`config.mk`:
```
export PLATFORM = sky130hd
export DESIGN_NAME = spi_status_data_core
export DESIGN_NICKNAME = d
export VERILOG_FILES = /design/src/include/spi_core_pkg.sv /design/src/design/spi_status_data_core.sv /design/src/design/rate_divider.sv
export SDC_FILE = /design/constraint.sdc
export NUM_CORES = 1
export LEC_CHECK = 0
export BUFFER_PORTS_ARGS = -buffer_cell sky130_fd_sc_hd__buf_2
export CORE_MARGIN = 3
export CORE_UTILIZATION = 32
export CTS_BUF_LIST = sky130_fd_sc_hd__clkbuf_4 sky130_fd_sc_hd__clkbuf_8
export CTS_CLUSTER_DIAMETER = 60
export CTS_CLUSTER_SIZE = 24
export DETAILED_ROUTE_END_ITERATION = 6
export SLEW_MARGIN = 20
export SYNTH_ARGS = -nofsm -noshare
export SYNTH_HDL_FRONTEND = slang
export SYNTH_SLANG_ARGS = --single-unit
```
`constraint.sdc`:
```
create_clock -name clk_i -period 2.4 [get_ports clk_i]
set_input_delay 0.24 -clock clk_i [delete_from_list [all_inputs] [get_ports clk_i]]
set_output_delay 0.24 -clock clk_i [all_outputs]
set_load 0.02 [all_outputs]
```
`src/include/spi_core_pkg.sv`:
```
// Purpose: shared constants for the byte-wide serial port core
// Assumes: 32-bit classic Wishbone, one aligned word per register
// Notes: register data sits in the low byte, upper bits read zero

package spi_core_pkg;

  // bus clock
  localparam int CLK_PERIOD_NS = 50;
  localparam int CLK_RATE_HZ = 1000000000 / CLK_PERIOD_NS;

  // register byte offsets
  localparam logic [7:0] OFS_CTRL1 = 8'h00;
  localparam logic [7:0] OFS_CTRL2 = 8'h04;
  localparam logic [7:0] OFS_RATE = 8'h08;
  localparam logic [7:0] OFS_STATUS = 8'h0C;
  localparam logic [7:0] OFS_DATA = 8'h10;

  // first_control_register fields
  localparam int BIT_IRQ_EN = 7;
  localparam int BIT_PORT_EN = 6;
  localparam int BIT_MASTER = 4;
  localparam int BIT_CLOCK_POLARITY_BIT = 3;
  localparam int BIT_CLOCK_PHASE_BIT = 2;

  // second_control_register fields
  localparam int BIT_CONFLICT_EN = 4;

  // rate register fields
  localparam int POS_PRESCALE = 4;
  localparam int POS_POWER = 0;
  localparam int RATE_FIELD_W = 3;

  // serial_port_status fields
  localparam int BIT_RX_DONE = 7;
  localparam int BIT_TX_EMPTY = 5;
  localparam int BIT_CONFLICT = 4;

  // reset values
  localparam logic [7:0] RST_CTRL1 = 8'h00;
  localparam logic [7:0] RST_CTRL2 = 8'h00;
  localparam logic [7:0] RST_RATE = 8'h00;
  localparam logic [7:0] RST_DATA = 8'h00;

  // transfer shape and divider range
  localparam int BYTE_BITS = 8;
  localparam int EDGES_PER_BYTE = 16;
  localparam int MAX_DIVISOR = 2048;
  localparam int HALF_CNT_W = 11;

  // transfer engine states
  typedef enum logic [2:0] {
    ST_IDLE = 3'b001,
    ST_LEAD = 3'b010,
    ST_RUN = 3'b100
  } xfer_state_t;

endpackage

```
`src/design/spi_status_data_core.sv`:
```
// Purpose: byte-wide serial port with status flags and shared data address
// Assumes: classic Wishbone slave, one bus clock, pins synchronised here
// Notes: bytes shift msb first; the serial clock is made only in master mode
//
// How it works
// - master serial clock is bus clock over (prescale+1) times 2^(power+1)
// - all prescale and power bits set gives the largest divisor, 2048
// - status reads any time; writes to status change nothing
// - receive-complete, status bit 7, sets when a byte lands in data
// - receive-complete clears on status read seeing it, then data read
// - transmit-empty, status bit 5, clears on status read then data write
// - a data write without that armed status read is thrown away
// - conflict flag, bit 4, sets on select low while master and enabled
// - conflict flag clears on status read seeing it, then control write
// - a conflict drops master select, disables outputs, aborts transfer
// - master starts a queued byte right after the previous one ends
// - unserviced receive flag drops later bytes, keeps the first
// - port enable hands all four pins to the serial port
// - each transfer rotates the 16-bit ring eight places
// - one address: reads give receive buffer, writes load transmit buffer
// - polarity only inverts the serial clock
// - phase picks sampling on odd or on even clock edges
// - master while master select is one, slave while zero
// - master rate field changes abort the transfer and go idle

`timescale 1ns/1ns
`default_nettype none

module spi_status_data_core
  import spi_core_pkg::*;
(
  input wire logic clk_i,
  input wire logic rst_i,
  input wire logic cyc_i,
  input wire logic stb_i,
  input wire logic we_i,
  input wire logic [7:0] adr_i,
  input wire logic [3:0] sel_i,
  input wire logic [31:0] dat_i,
  output logic [31:0] dat_o,
  output logic ack_o,
  input wire logic ss_n_i,
  input wire logic sck_i,
  output logic sck_o,
  output logic sck_oe_o,
  input wire logic mosi_i,
  output logic mosi_o,
  output logic mosi_oe_o,
  input wire logic miso_i,
  output logic miso_o,
  output logic miso_oe_o,
  output logic irq_o
);

  ////////////////////////////////////////////////////////////////////////////
  // pin synchronisers

  logic ss_m, ss_s;
  logic sck_m, sck_s, sck_d;
  logic mosi_m, mosi_s;
  logic miso_m, miso_s;

  // two flops per pin, sck adds a third for edge detection; the first flop is never read by logic
  always_ff @(posedge clk_i) begin
    if (rst_i) begin
      ss_m <= 1'b1;
      ss_s <= 1'b1;
      sck_m <= 1'b0;
      sck_s <= 1'b0;
      sck_d <= 1'b0;
      mosi_m <= 1'b0;
      mosi_s <= 1'b0;
      miso_m <= 1'b0;
      miso_s <= 1'b0;
    end else begin
      ss_m <= ss_n_i;
      ss_s <= ss_m;
      sck_m <= sck_i;
      sck_s <= sck_m;
      sck_d <= sck_s;
      mosi_m <= mosi_i;
      mosi_s <= mosi_m;
      miso_m <= miso_i;
      miso_s <= miso_m;
    end
  end

  ////////////////////////////////////////////////////////////////////////////
  // registers and bus decode

  logic [7:0] ctrl1, ctrl2, rate;
  logic [7:0] tx_buf, rx_buf;
  logic rx_flag, tx_empty, conflict_flag;
  logic rx_armed, tx_armed, conflict_armed;
  logic req, wr, rd;
  logic hit_ctrl1, hit_ctrl2, hit_rate, hit_status, hit_data;
  logic port_en, master, clock_polarity_bit, clock_phase_bit, conflict_en, irq_en;
  logic [RATE_FIELD_W-1:0] prescale, power;

  assign req = cyc_i && stb_i && !ack_o;
  assign wr = req && we_i && sel_i[0];
  assign rd = req && !we_i;
  assign hit_ctrl1 = adr_i == OFS_CTRL1;
  assign hit_ctrl2 = adr_i == OFS_CTRL2;
  assign hit_rate = adr_i == OFS_RATE;
  assign hit_status = adr_i == OFS_STATUS;
  assign hit_data = adr_i == OFS_DATA;

  assign port_en = ctrl1[BIT_PORT_EN];
  assign master = ctrl1[BIT_MASTER];
  assign clock_polarity_bit = ctrl1[BIT_CLOCK_POLARITY_BIT];
  assign clock_phase_bit = ctrl1[BIT_CLOCK_PHASE_BIT];
  assign irq_en = ctrl1[BIT_IRQ_EN];
  assign conflict_en = ctrl2[BIT_CONFLICT_EN];
  assign prescale = rate[POS_PRESCALE +: RATE_FIELD_W];
  assign power = rate[POS_POWER +: RATE_FIELD_W];

  // engine signals used by the register side
  logic mode_fault, xfer_done, load;
  logic [7:0] rx_word;

  // select seen low while master with detection on
  assign mode_fault = port_en && master && conflict_en && !ss_s;

  // ack one cycle after the request, dropped the cycle after
  always_ff @(posedge clk_i) begin
    if (rst_i) begin
      ack_o <= 1'b0;
    end else begin
      ack_o <= req;
    end
  end

  // read mux, unmapped addresses answer with zero
  always_ff @(posedge clk_i) begin
    if (rst_i) begin
      dat_o <= 32'h0000_0000;
    end else if (rd) begin
      dat_o <= 32'h0000_0000;
      if (hit_ctrl1) begin
        dat_o[7:0] <= ctrl1;
      end else if (hit_ctrl2) begin
        dat_o[7:0] <= ctrl2;
      end else if (hit_rate) begin
        dat_o[7:0] <= rate;
      end else if (hit_status) begin
        dat_o[BIT_RX_DONE] <= rx_flag;
        dat_o[BIT_TX_EMPTY] <= tx_empty;
        dat_o[BIT_CONFLICT] <= conflict_flag;
      end else if (hit_data) begin
        dat_o[7:0] <= rx_buf;
      end
    end
  end

  // first control register; a conflict forces slave mode
  always_ff @(posedge clk_i) begin
    if (rst_i) begin
      ctrl1 <= RST_CTRL1;
    end else if (mode_fault) begin
      ctrl1[BIT_MASTER] <= 1'b0;
    end else if (wr && hit_ctrl1) begin
      ctrl1 <= dat_i[7:0];
    end
  end

  // second control and rate registers; status writes go nowhere
  always_ff @(posedge clk_i) begin
    if (rst_i) begin
      ctrl2 <= RST_CTRL2;
      rate <= RST_RATE;
    end else begin
      if (wr && hit_ctrl2) begin
        ctrl2 <= dat_i[7:0];
      end
      if (wr && hit_rate) begin
        rate <= dat_i[7:0];
      end
    end
  end

  // receive flag and buffer; a finishing byte beats the clear
  always_ff @(posedge clk_i) begin
    if (rst_i) begin
      rx_flag <= 1'b0;
      rx_armed <= 1'b0;
      rx_buf <= RST_DATA;
    end else begin
      if (xfer_done && !rx_flag) begin
        rx_buf <= rx_word;
        rx_flag <= 1'b1;
      end else if (xfer_done) begin
        rx_flag <= 1'b1;
      end else if (rd && hit_data && rx_armed) begin
        rx_flag <= 1'b0;
      end
      if (rd && hit_status && rx_flag) begin
        rx_armed <= 1'b1;
      end else if (rd && hit_data) begin
        rx_armed <= 1'b0;
      end
    end
  end

  // transmit buffer, only an armed write is queued
  always_ff @(posedge clk_i) begin
    if (rst_i) begin
      tx_empty <= 1'b1;
      tx_armed <= 1'b0;
      tx_buf <= RST_DATA;
    end else begin
      if (wr && hit_data && tx_armed && tx_empty) begin
        tx_buf <= dat_i[7:0];
        tx_empty <= 1'b0;
      end else if (load) begin
        tx_empty <= 1'b1;
      end
      if (rd && hit_status && tx_empty) begin
        tx_armed <= 1'b1;
      end else if (wr && hit_data) begin
        tx_armed <= 1'b0;
      end
    end
  end

  // conflict flag, set wins over the control write that clears it
  always_ff @(posedge clk_i) begin
    if (rst_i) begin
      conflict_flag <= 1'b0;
      conflict_armed <= 1'b0;
    end else begin
      if (mode_fault) begin
        conflict_flag <= 1'b1;
      end else if (wr && hit_ctrl1 && conflict_armed) begin
        conflict_flag <= 1'b0;
      end
      if (rd && hit_status && conflict_flag) begin
        conflict_armed <= 1'b1;
      end else if (wr && hit_ctrl1) begin
        conflict_armed <= 1'b0;
      end
    end
  end

  ////////////////////////////////////////////////////////////////////////////
  // transfer engine

  xfer_state_t state;
  logic [4:0] edge_cnt;
  logic [4:0] edge_num;
  logic [7:0] shreg;
  logic latched, tick, edge_ev, in_bit;
  logic sample_edge, shift_now, abort, last_edge;
  logic rate_change, fmt_change;

  // writes that must not disturb the far end mid-byte in master mode
  assign rate_change = wr && hit_rate && master && (dat_i[6:0] != rate[6:0]);
  assign fmt_change = wr && hit_ctrl1 && master &&
                      (dat_i[BIT_MASTER -: 3] != ctrl1[BIT_MASTER -: 3]);
  // slave aborts when deselected, anyone aborts when disabled
  assign abort = mode_fault || rate_change || fmt_change || !port_en ||
                 (!master && ss_s);

  rate_divider #(
    .PRE_W(RATE_FIELD_W),
    .POW_W(RATE_FIELD_W),
    .CNT_W(HALF_CNT_W)
  ) u_rate (
    .clk_i(clk_i),
    .rst_i(rst_i),
    .run_i(master && port_en && (state != ST_IDLE)),
    .prescale_i(prescale),
    .power_i(power),
    .tick_o(tick)
  );

  // serial edges come from the divider as master, from the pin as slave
  assign edge_ev = master ? tick : ((sck_s ^ sck_d) && !ss_s);
  assign in_bit = master ? miso_s : mosi_s;
  assign edge_num = edge_cnt + 5'h01;
  assign last_edge = edge_num == 5'(EDGES_PER_BYTE);
  // phase picks odd or even edges for sampling; polarity plays no part here
  assign sample_edge = clock_phase_bit ? !edge_num[0] : edge_num[0];
  // with phase set the first edge only presents the first bit
  assign shift_now = (state == ST_RUN) && edge_ev && !sample_edge &&
                     !(clock_phase_bit && edge_num == 5'h01);
  assign xfer_done = (state == ST_RUN) && edge_ev && last_edge && !abort;
  // eight shifts exchange the byte with the far register
  assign rx_word = clock_phase_bit ? {shreg[6:0], in_bit} : {shreg[6:0], latched};
  assign load = (state == ST_IDLE) && !tx_empty && port_en;

  // state sequence; a queued byte restarts the engine at once
  always_ff @(posedge clk_i) begin
    if (rst_i) begin
      state <= ST_IDLE;
      edge_cnt <= 5'h00;
    end else if (abort) begin
      state <= ST_IDLE;
      edge_cnt <= 5'h00;
    end else begin
      case (state)
        ST_IDLE: begin
          edge_cnt <= 5'h00;
          if (master && load) begin
            state <= ST_LEAD;
          end else if (!master) begin
            state <= ST_RUN;
          end
        end
        ST_LEAD: begin
          // half a clock period here, so a full period from leaving idle to first edge
          if (tick) begin
            state <= ST_RUN;
          end
        end
        ST_RUN: begin
          if (edge_ev && last_edge) begin
            state <= ST_IDLE;
            edge_cnt <= 5'h00;
          end else if (edge_ev) begin
            edge_cnt <= edge_num;
          end
        end
        default: begin
          state <= ST_IDLE;
          edge_cnt <= 5'h00;
        end
      endcase
    end
  end

  // shift register and its output bit move together, no pin lag
  always_ff @(posedge clk_i) begin
    if (rst_i) begin
      shreg <= 8'h00;
      mosi_o <= 1'b0;
      latched <= 1'b0;
    end else begin
      if (load) begin
        shreg <= tx_buf;
        mosi_o <= tx_buf[BYTE_BITS-1];
      end else if (shift_now) begin
        shreg <= {shreg[6:0], latched};
        mosi_o <= shreg[6];
      end
      if ((state == ST_RUN) && edge_ev && sample_edge) begin
        latched <= in_bit;
      end
    end
  end

  assign miso_o = mosi_o;

  // serial clock rests at the polarity level and toggles per edge
  always_ff @(posedge clk_i) begin
    if (rst_i) begin
      sck_o <= 1'b0;
    end else if (state != ST_RUN || !master || abort) begin
      sck_o <= clock_polarity_bit;
    end else if (tick) begin
      sck_o <= !sck_o;
    end
  end

  ////////////////////////////////////////////////////////////////////////////
  // pin enables and interrupt

  // pins belong to the port only while enabled; conflicts release them
  always_ff @(posedge clk_i) begin
    if (rst_i) begin
      sck_oe_o <= 1'b0;
      mosi_oe_o <= 1'b0;
      miso_oe_o <= 1'b0;
    end else begin
      sck_oe_o <= port_en && master && !mode_fault;
      mosi_oe_o <= port_en && master && !mode_fault;
      miso_oe_o <= port_en && !master && !ss_s && !conflict_flag;
    end
  end

  // one level request for any set flag
  always_ff @(posedge clk_i) begin
    if (rst_i) begin
      irq_o <= 1'b0;
    end else begin
      irq_o <= irq_en && (rx_flag || tx_empty || conflict_flag);
    end
  end

endmodule

`default_nettype wire

```
`src/design/rate_divider.sv`:
```
// Purpose: half-period tick generator for the master serial clock
// Assumes: tick period is (prescale+1) * 2^power bus cycles
// Notes: counting restarts whenever run_i falls

`timescale 1ns/1ns
`default_nettype none

module rate_divider
  import spi_core_pkg::*;
#(
  parameter int PRE_W = RATE_FIELD_W,
  parameter int POW_W = RATE_FIELD_W,
  parameter int CNT_W = HALF_CNT_W
) (
  input wire logic clk_i,
  input wire logic rst_i,
  input wire logic run_i,
  input wire logic [PRE_W-1:0] prescale_i,
  input wire logic [POW_W-1:0] power_i,
  output logic tick_o
);

  // the largest half period must fit the counter
  if (CNT_W < PRE_W + (1 << POW_W) - 1) begin : g_bad_width
    $error("rate_divider: counter too narrow for divisor range");
  end

  logic [CNT_W-1:0] base;
  logic [CNT_W-1:0] limit;
  logic [CNT_W-1:0] cnt;

  // half period minus one, the full divisor is twice this plus two
  assign base = CNT_W'(prescale_i) + CNT_W'(1);
  assign limit = (base << power_i) - CNT_W'(1);

  // free count while running, one-cycle tick at each wrap
  always_ff @(posedge clk_i) begin
    if (rst_i || !run_i) begin
      cnt <= '0;
      tick_o <= 1'b0;
    end else if (cnt == limit) begin
      cnt <= '0;
      tick_o <= 1'b1;
    end else begin
      cnt <= cnt + CNT_W'(1);
      tick_o <= 1'b0;
    end
  end

endmodule

`default_nettype wire

```
==> results of run 1 <==
==> layout by cell type, fill, tap and decap left out, drive strengths merged, types with 2 or more instances in the layout <==
| cell type | n |
|---|---|
| a211o | 2 |
| a211oi | 3 |
| a21o | 2 |
| a21oi | 46 |
| a221o | 5 |
| a221oi | 6 |
| a222oi | 2 |
| a22oi | 4 |
| a311o | 2 |
| a311oi | 3 |
| a31oi | 6 |
| and2 | 7 |
| and3 | 8 |
| and4b | 2 |
| buf | 121 |
| clkbuf | 10 |
| conb | 24 |
| dfxtp | 97 |
| ha | 5 |
| inv | 15 |
| mux2i | 28 |
| nand2 | 74 |
| nand2b | 6 |
| nand3 | 34 |
| nand3b | 6 |
| nand4 | 5 |
| nand4b | 2 |
| nor2 | 77 |
| nor2b | 11 |
| nor3 | 16 |
| nor3b | 3 |
| nor4 | 15 |
| nor4b | 2 |
| o211ai | 3 |
| o21ai | 14 |
| o221ai | 2 |
| o22ai | 2 |
| or2 | 7 |
| xnor2 | 19 |
| xor2 | 17 |
==> stage by stage <==
step | instances | setup WS (ps)
6_report | 940 | -256.3
5_1_grt | 940 | -413.8
4_1_cts | 936 | -206.4
3_5_place_dp | 911 | -252.6
3_3_place_gp | 911 | -212.5
2_1_floorplan | 656 | -60.33
==> repair_timing <==
action	4_1_cts	5_1_grt
setup endpoints to repair	12	21
pin swaps	13	8
setup buffers	9	4
resized for setup	23	15
gates cloned	0	0
==> worst min path at each step <==
stage                      end  depth (start not counted)
3_5_place_dp   ss_s$_SDFF_PP1_                          1
6_report       ss_m$_SDFF_PP1_                          2
4_1_cts        ss_m$_SDFF_PP1_                          2
5_1_grt        ss_m$_SDFF_PP1_                          2
2_1_floorplan  ss_m$_SDFF_PP1_                          1
3_3_place_gp   ss_s$_SDFF_PP1_                          1
==> registers in the layout (all words and copies together), names as in the netlist, 3 cells and up <==
register,flops
tx_buf,8
state,3
dat_o,8
rate,8
ctrl1,8
ctrl2,8
edge_cnt,5
shreg,7
u_rate.cnt,11
rx_buf,8
==> synthesized netlist by cell type, drive strengths merged, types with 8 or more instances <==
| library cell | n |
|---|---|
| inv | 10 |
| o21ai | 14 |
| nand3 | 34 |
| buf | 36 |
| xor2 | 17 |
| nor2b | 11 |
| mux2i | 28 |
| a21oi | 46 |
| nor4 | 15 |
| dfxtp | 97 |
| and3 | 8 |
| nor3 | 16 |
| clkbuf | 28 |
| xnor2 | 19 |
| nand2 | 74 |
| nor2 | 77 |
==> logic make-up (layout without fill, tap and decap cells) <==
logic type,after synthesis,after routing
DFF,97,97
muxes,29,29
adders and majority gates,5,5
buffers and inverters,74,147
xor gates and xnor gates,36,36
other,1,24
AOI/OAI and AO/OA,111,111
and+or+nand+nor,280,280
==> power groups by stage <==
stage	Combinational, mW	Clock [mW]	Sequential [mW]
2_1_floorplan	0.124	0	1.67
3_3_place_gp	0.169	0	1.67
3_5_place_dp	0.169	0	1.67
4_1_cts	0.169	1.10	1.63
5_1_grt	0.186	1.15	1.63
6_report	0.171	1.07	1.63
==> cell type report <==
type                       instances  area (um^2)  share of cell area (%)
clock buffer                      10        137.6                   2.170
tap                              211        264.0                   4.163
clock inverter                     6        53.80                  0.8485
inverter                          10        37.54                  0.5919
timing repair buffer             121        828.3                   13.06
sequential                        97         1953                   30.80
multi-input combinational        485         3067                   48.36
==> routing by layer <==
metal	up-vias	GRT usage (%)	share of wire, %
met5	-	0	0
li1	2355	-	-
met3	18	1.825	3.7
met1	2192	21.45	47
met4	0	5.658	1.6
met2	114	25.21	47
==> critical path, delay by kind of cell, from the launching register on <==
kind | cells | cell delay, ps
AND/OR/NAND/NOR | 3 | 310
flip-flops | 1 | 380
adder cells (fa/ha/maj) | 1 | 290
buffers and inverters | 3 | 410
AO/OA/AOI/OAI | 4 | 1220
==> results.md, run 1 <==
- Outcome: finished with violations
- Failing checks: negative setup slack
- Worst vdd rail ir drop: 349.5 uV
- Slew at the pin with the worst max-slew slack: 745.6 ps
- Setup TNS: -2892 ps
- Via density per instance: 4.978
- Count of pins over their slew limit: 0
- Startpoint of the lowest-slack hold path: ss_n_i
- Post-place instance area: between 0.005 and 0.006 mm^2
- Layout area overhead: 23.37%
- Number of DRC violations after detailed routing: 0
- Global-route wire length before repair: about 23 mm
- Clk Tree Root Cell: sky130_fd_sc_hd__clkbuf_8
- Worst Slack Setup Final: -256.3 ps
- Setup violation total in the final timing report: 12
- Register bit total from synthesis: 97
- Number of antenna cells inserted: 0
- Reg power frac: a little under three fifths
- RSZ-0062 raised after global routing: true
- Final wirelength: 13.78 mm
- Worst setup startpoint: rate[4]$_SDFFE_PP0N_
- # fillers: about 1.6k
- Vias in the first global route: 4,399
- Clock latency at the later pin of the worst-skew pair: 390 ps
- Crit-path cells: ha_4 > buf_6 > nor2_2 > o32a_1 > nand3_2 > buf_6 > a21oi_1 > a311o_1 > a2111oi_4 > buf_6 > and2_4
- Switching component of the power: 0.7664 mW
- Maximum number of pins on one net before global-route repair: 72
- Routability cong.: 0.8380
- Initial core utilization: 33.20%
- Sequential element share of the synthesized area: 37.78%
- Avg WL per Cell: 14.66 um
- Final total power: between 2 and 3 mW
- Number of antenna violations at the first check in global routing: 0
- Combinational family with the most area after synthesis: simple AND/OR/NAND/NOR gates
- FFs w/ async S/R, synth: 0%
- Layout cells sized above 1: 25.10%
- Synth Cell Area: 0.005140 mm^2
- Arithmetic-cell share of the synthesized area counting full adders, half adders and majority gates: 1.217%
- Initial drt markers: 467
- Cell seen most often among critical-path stages: sky130_fd_sc_hd__buf_6
- Final clock period utilization by the worst path: 110.7%
- Chip Width: 132.7 um
- CP Class: reg2reg
- Post-synthesis compound-gate area fraction: 14.63%
- Dominant register cell in the synthesized netlist: sky130_fd_sc_hd__dfxtp_1
- TritonCTS Buffers: 9
- Switching Fraction: around a quarter
- Reg-to-reg critical path startpoint: rate[4]$_SDFFE_PP0N_
- Skew final: about 18 ps
- Length of the first detailed-routing pass in iterations: 5
- Yosys warns: 0
- XOR/XNOR Fraction of Synth Area: 6.280%
- Reported leakage power: 2.564 nW
- CTS Sinks: 97
- Cell-internal power: 2.100 mW
- Dominant cells by area after synthesis: sky130_fd_sc_hd__dfxtp_1 38%, sky130_fd_sc_hd__nor2_1 5.6%, sky130_fd_sc_hd__mux2i_1 5.5%, sky130_fd_sc_hd__nand2_1 5.3%, sky130_fd_sc_hd__a21oi_1 4.5%
- Hold crit path type: in2reg
- Kind of end point of the critical path: flop
- End point of the critical path: u_rate.tick_o$_SDFF_PP0_
- Avg Synthesized Cell Area: 8.120 um^2
- Vertical extent of the die: 132.7 um
- Buffer levels on the longest clock path: 2
- Capture instance of the worst register-to-register path: u_rate.tick_o$_SDFF_PP0_
- Area inside the core boundary: 0.01548 mm^2
- Final core occ: 40.95%
- Largest fanout on the critical path: 8
- Count of pins on the block boundary: 93
- Total half-perimeter wirelength after legalization and detailed placement: 9.848 mm
- R2r worst-path depth: 11
- Leftover overflow at the end of global routing: 0
- Total power per unit cell area: 452.0 mW/mm^2
- Hold buffer count at CTS: 0
- Top cell type's share of synthesized area: roughly 38%
- Nets: 782
- Count of max-cap constraint violations: 0
- Critical Path Slowest Stage Cell: sky130_fd_sc_hd__o32a_1
- Worst Hold Margin: approximately 33 ps
- Fraction of synthesized area in multiplexers: ~5.7%
- Detail Route Antenna Nets: 0
- Critical Path Max Stage Delay: roughly 430 ps
- Worst-case register-to-register setup slack: -260 ps
- Clock tree from TritonCTS: yes
- Placement row count: 45
- DR vias: about 4.7k
- Combinational cell fraction of total power: under 10%
- Cell type with the highest aggregate area in the netlist: sky130_fd_sc_hd__dfxtp_1
- Clock-pin slew of the registers on the worst-case setup and hold paths: 100 ps
- Arrival @ worst endpoint: between 2000 and 3000 ps
- Clock period minus final worst setup slack: about 2700 ps
- WP data required: 2730 ps
- Final instance area: 0.006341 mm^2
- Nature of the critical path startpoint: flop
- Clock Power Share: 37.3%
- Number of distinct library cells after synthesis: 63
- Number of failing hold endpoints at the final stage: 0
- Number of port buffers: 41
- Simple-gate share of the synthesized area: 26.73%
- GRT Overall Usage: 15.58%
- Die area: approximately 0.018 mm^2
- Worst slew margin relative to its limit: 50.30%
- Maximum operating frequency: 376.5 MHz
- Clock H-tree levels: 3
- Number of flops mapped to enable cells by yosys: 0
- Count of mapped cells out of synthesis: between 600 and 700
(Power assumes the default switching activity.)
==> run 2: changes to the inputs <==
- PLACE_DENSITY: not set -> 0.61
- RECOVER_POWER: not set -> 25
==> results.md, run 2 (synthesis gave the netlist of run 1 again) <==
- Outcome: finished with violations
- Failing checks: max-capacitance violations, negative setup slack
- Slew at the pin with the worst max-slew slack: ~1500 ps
- Length of the first detailed-routing pass in iterations: 5
- GRT Overall Usage: about 15%
- Most common library cell in the layout ignoring fill and taps: sky130_fd_sc_hd__dfxtp_1
- Number of port buffers: 41
- Critical Path Max Stage Delay: 350 ps
- Reported leakage power: 2.469 nW
- Worst slew margin relative to its limit: 0.1453%
- Cell seen most often among critical-path stages: sky130_fd_sc_hd__nand2_1
- TritonCTS Buffers: 9
- Number of antenna violations at the first check in global routing: 0
- Nature of the critical path startpoint: flop
- Via density per instance: 4.946
- Largest fanout on the critical path: 6
- # fillers: 1,607
- DR vias: about 4.6k
- Chip Width: 132.7 um
- Worst Slack Setup Final: -186.1 ps
- Hold crit path type: in2reg
- Detailed route wirelength on metal2: 6.254 mm
- Layout cells sized above 1: a little under a quarter
- Critical Path Slowest Stage Cell: sky130_fd_sc_hd__dfxtp_2
- WP data required: about 2600 ps
- Number of flip-flops in the largest register: 11
- Clock tree from TritonCTS: yes
- Clk Tree Root Cell: sky130_fd_sc_hd__clkbuf_8
- Area inside the core boundary: 0.01548 mm^2
- Nets: 776
- Clock-pin slew of the registers on the worst-case setup and hold paths: 100 ps
- Final core occ: 40.80%
- Vias in the first global route: 4,450
- Count of pins on the block boundary: 93
- Setup violation total in the final timing report: 12
- Skew final: between 20 and 25 ps
- Clock latency at the later pin of the worst-skew pair: 380 ps
- Initial core utilization: 33.20%
- Crit-path cells: ha_4 > nand2b_4 > nand2_1 > nand2_1 > ha_2 > xnor2_2 > nand2_1 > a311oi_2 > a211o_1 > o211ai_1 > a2111oi_4 > buf_4 > nor4_1
- Die area: 0.01762 mm^2
- Buffer levels on the longest clock path: 2
- Count of max-cap constraint violations: 1
- Buf/Inv on CP: 1
- Detail Route Antenna Nets: 0
- RSZ-0062 raised after global routing: true
- Worst Hold Margin: 39.36 ps
- Count of pins over their slew limit: 0
- Max Used Layer: met4
- Routed length on met1: 6.435 mm
- Total power per unit cell area: 448.1 mW/mm^2
- Leftover overflow at the end of global routing: 0
- Avg WL per Cell: approximately 14 um
- Biggest register: u_rate.cnt
- Final clock period utilization by the worst path: 107.8%
- Final instance count without filler cells: 934
- Arrival @ worst endpoint: 2830 ps
- Kind of end point of the critical path: flop
- Number of failing hold endpoints at the final stage: 0
- Number of antenna cells inserted: 0
- Most frequent cells in the layout: 92 x sky130_fd_sc_hd__dfxtp_1, 75 x sky130_fd_sc_hd__nor2_1, 73 x sky130_fd_sc_hd__nand2_1
- Number of DRC violations after detailed routing: 0
- Worst vdd rail ir drop: 268.2 uV
- Clock period minus final worst setup slack: 2586 ps
- Worst slack after detailed placement: -281.0 ps
- Category of cells accounting for the largest share of critical-path delay: compound AO/OA/AOI/OAI gates
- Final wirelength: 13.36 mm
- Total half-perimeter wirelength after legalization and detailed placement: 9.758 mm
- Layout area overhead: 22.91%
- Maximum number of pins on one net before global-route repair: 36
- Clock H-tree levels: 3
- Maximum operating frequency: 386.7 MHz
- Vertical extent of the die: 132.7 um
- Number of placed instances with taps included: 912
- Placement row count: 45
- Initial drt markers: 292
- Met3 wire len: around 450 um
- CP Class: reg2reg
- Final total power: 2.831 mW
- Global-route wire length before repair: 22.43 mm
- Hold buffer count at CTS: 0
- CTS Sinks: 97
- Routability cong.: roughly 0.85
## run 2: cell count changes in the layout (fill, tap and decap cells not counted), sizes merged
| cell | before | now |
|---|---|---|
| inv | 15 | 13 |
| clkinvlp | 0 | 1 |
| buf | 121 | 100 |
| clkbuf | 10 | 26 |
## run 2: path summary, 6_finish.rpt
path | start | to | slack, ps | cells past startpoint
hold / removal | ss_n_i | ss_m$_SDFF_PP1_ | 40 | 2
setup / recovery | rate[4]$_SDFFE_PP0N_ | u_rate.cnt[7]$_SDFF_PP0_ | -190 | 13
setup reg to reg | rate[4]$_SDFFE_PP0N_ | u_rate.cnt[7]$_SDFF_PP0_ | -190 | 13
hold reg to reg | ss_m$_SDFF_PP1_ | ss_s$_SDFF_PP1_ | 420 | 1
## run 2: per-stage QoR
stage	setup TNS (ps)	instance area, um^2
finish	-2030	6317
global route	-4210	6317
CTS	-1623	6316
detailed placement	-3179	5883
global placement	-3752	5883
floorplan	-557.3	5258
## run 2: routing by layer
metal | vias up | global-route usage (%)
met5 | - | 0
met4 | 0 | 5.370
met3 | 19 | 2.662
met2 | 85 | 24.96
met1 | 2171 | 20.69
li1 | 2345 | -
## run 2: where the power goes
group | internal (mW) | leakage [nW] | switching, mW
Clock | 0.434 | 0.0959 | 0.605
Sequential | 1.62 | 0.787 | 0.00580
Combinational | 0.0455 | 1.59 | 0.120
## run 2: repair_timing
| action | 4_1_cts | 5_1_grt |
|---|---|---|
| endpoints found under the setup margin | 21 | 22 |
| buffers inserted | 5 | 1 |
| gates resized for setup | 39 | 5 |
| hold endpoints to repair | 0 | 0 |
| pin swaps | 21 | 2 |
## run 2: layout make-up
type	count	area, um^2	area share [%]
clock buffer	11	145.1	2.297
clock inverter	5	45.04	0.7130
inverter	10	37.54	0.5942
multi-input combinational	485	3108	49.20
sequential	97	1953	30.92
tap	211	264.0	4.179
timing repair buffer	115	764.5	12.10
==> run 3: changes to the inputs <==
- BUFFER_PORTS_ARGS: -buffer_cell sky130_fd_sc_hd__buf_2 -> not set
- DONT_BUFFER_PORTS: not set -> 1
- PLACE_DENSITY: 0.61 -> 0.55
==> results.md, run 3 (synthesis gave the netlist of run 1 again) <==
- Clock-pin slew of the registers on the worst-case setup and hold paths: 90 ps
- Nature of the critical path startpoint: flop
- RSZ-0062 raised after global routing: true
- Clock latency at the later pin of the worst-skew pair: 380 ps
- Multi-input gate area: 0.003120 mm^2
- Area inside the core boundary: approximately 0.015 mm^2
- Largest fanout on the critical path: 7
- Most common library cell in the layout ignoring fill and taps: sky130_fd_sc_hd__dfxtp_1
- Length of the first detailed-routing pass in iterations: 5
- TritonCTS Buffers: 9
- End point of the critical path: u_rate.cnt[5]$_SDFF_PP0_
- Count of pins on the block boundary: 93
- WP data required: 2640 ps
- DR vias: 4,611
- Placement row count: 45
- Count of pins over their slew limit: 0
- Hold crit path type: in2reg
- Critical Path Slowest Stage Cell: sky130_fd_sc_hd__a2111oi_4
- Worst Slack Setup Final: -220.6 ps
- Worst-case register-to-register setup slack: -220 ps
- Vertical extent of the die: 132.7 um
- R2r worst-path depth: 10
- Vias in the first global route: 4,316
- Clock period minus final worst setup slack: 2621 ps
- Category of cells accounting for the largest share of critical-path delay: compound AO/OA/AOI/OAI gates
- Most frequent cells in the layout: 93 x sky130_fd_sc_hd__dfxtp_1, 76 x sky130_fd_sc_hd__nor2_1, 72 x sky130_fd_sc_hd__nand2_1
- Die area: 0.01762 mm^2
- Clk Tree Root Cell: sky130_fd_sc_hd__clkbuf_8
- Crit-path cells: buf_4 > and4_4 > mux2i_4 > o32a_1 > and2_4 > nand3_1 > a311o_1 > a2111oi_4 > buf_4 > nor4_1
- FF/Latch Area: 0.001949 mm^2
- Post-place instance area: 0.005665 mm^2
- Global-route wire length before repair: 21.81 mm
- Setup violation total in the final timing report: 12
- Capture instance of the worst register-to-register path: u_rate.cnt[5]$_SDFF_PP0_
- # fillers: around 1.6k
- Avg WL per Cell: 15.10 um
- Clock tree from TritonCTS: yes
- Reported leakage power: between 2 and 2.5 nW
- Final wirelength: ~14 mm
- Clock H-tree levels: 3
- CP Depth: 10
- Number of DRC violations after detailed routing: 0
- Via density per instance: 5.118
- Cell seen most often among critical-path stages: sky130_fd_sc_hd__buf_4
- Detail Route Antenna Nets: 0
- Maximum operating frequency: around 380 MHz
- Total power per unit cell area: 465.0 mW/mm^2
- CTS Sinks: between 90 and 100
- Layout cells sized above 1: 19.71%
- Buf/Inv on CP: 2
- Critical Path Max Stage Delay: just over 400 ps
- Buffer levels on the longest clock path: 2
- Worst setup startpoint: rate[4]$_SDFFE_PP0N_
- Leftover overflow at the end of global routing: 0
- Slew at the pin with the worst max-slew slack: slightly below 700 ps
- Final clock period utilization by the worst path: 109.2%
- Total half-perimeter wirelength after legalization and detailed placement: 9.809 mm
- Initial drt markers: 312
- Kind of end point of the critical path: flop
- Count of max-cap constraint violations: 0
- Worst slew margin relative to its limit: 54.98%
- Outcome: finished with violations
- Routability cong.: 0.9098
- Initial core utilization: 33.20%
- Maximum number of pins on one net before global-route repair: 76
- Number of flip-flops in the largest register: 11
- Failing checks: negative setup slack
- Skew final: between 15 and 20 ps
- Number of failing hold endpoints at the final stage: 0
- Worst vdd rail ir drop: 275.8 uV
- Arrival @ worst endpoint: 2860 ps
- Number of antenna violations at the first check in global routing: 0
- Number of antenna cells inserted: 0
- Nets: 743
- Final instance area: 0.006291 mm^2
- Layout area overhead: 22.40%
- Final total power: ~2.9 mW
- GRT Overall Usage: 15.10%
- Reg-to-reg critical path startpoint: rate[4]$_SDFFE_PP0N_
- Chip Width: 132.7 um
- CP Class: reg2reg
- Number of port buffers: 0
- Biggest register: u_rate.cnt
==> run 3: cell count changes in the layout (fill, tap and decap cells not counted), sizes merged <==
cell / previous run / this run
inv: 13 / 14
clkinv: 1 / 2
buf: 100 / 68
clkbuf: 26 / 10
dlygate4sd3: 0 / 13
bufinv: 0 / 1
clkinvlp: 1 / 0
==> run 3: worst min-delay path by stage <==
stage                        start               endpoint  depth (start not counted)
after global placement       rst_i       sck_m$_SDFF_PP0_                          1
final                     dat_i[2]   rate[2]$_SDFFE_PP0N_                          2
after detailed placement     rst_i       sck_m$_SDFF_PP0_                          1
after global routing      dat_i[1]  ctrl2[1]$_SDFFE_PP0P_                          2
after floorplan             ss_n_i        ss_m$_SDFF_PP1_                          1
after CTS                 dat_i[3]   rate[3]$_SDFFE_PP0N_                          2
==> run 3: timing repair <==
action,4_1_cts,5_1_grt
pin swaps,6,13
hold buffers,14,0
hold endpoints to repair,75,0
endpoints found under the setup margin,22,28
resized for setup,10,33
gates cloned,0,1
setup buffers,1,4
==> run 3: report_power, final <==
group          leakage, nW  total [mW]  internal, mW  switching [mW]
logic                 1.48       0.135        0.0468          0.0881
clock network        0.111        1.16         0.514           0.641
registers            0.786        1.64          1.62          0.0141
total                 2.37        2.93          2.18           0.743
==> run 3: routing by layer <==
metal | share of wire [%] | wire (um) | GRT usage (%) | up-vias
met5 | 0 | 0 | 0 | -
met4 | 2.1 | 282 | 5.254 | 0
met1 | 47 | 6357 | 20.44 | 2199
li1 | - | - | - | 2278
met3 | 4.8 | 650 | 3.080 | 18
met2 | 46 | 6310 | 23.96 | 116
==> run 3: area by class of cell <==
cell class | instances | area share [%]
well taps | 211 | 4.196
inverters | 10 | 0.5967
clock inverters | 7 | 1.512
multi-input cells | 485 | 49.60
repair buffers | 82 | 11.14
clock buffers | 9 | 1.969
flip-flops and latches | 97 | 30.99
==> run 3: worst register-to-register path: stages (launching register included) <==
cell and delay, ps:
sky130_fd_sc_hd__dfxtp_2 350, sky130_fd_sc_hd__buf_4 160, sky130_fd_sc_hd__and4_4 200, sky130_fd_sc_hd__mux2i_4 190
sky130_fd_sc_hd__o32a_1 280, sky130_fd_sc_hd__and2_4 180, sky130_fd_sc_hd__nand3_1 80, sky130_fd_sc_hd__a311o_1 370
sky130_fd_sc_hd__a2111oi_4 410, sky130_fd_sc_hd__buf_4 220, sky130_fd_sc_hd__nor4_1 60
==> run 3: through the flow <==
stage / hold WS (ps) / cells / setup TNS, ps / util, % / setup slack [ps]
6_report: 14.74 / 901 / -2307 / 40.63 / -220.6
5_1_grt: 3.700 / 901 / -4086 / 40.63 / -333.6
4_1_cts: 0.1180 / 897 / -2250 / 39.39 / -199.3
3_5_place_dp: 321.3 / 866 / -3254 / 36.59 / -258.6
3_3_place_gp: 318.3 / 866 / -2770 / 36.59 / -234.2
2_1_floorplan: 343.8 / 656 / -557.3 / - / -60.33
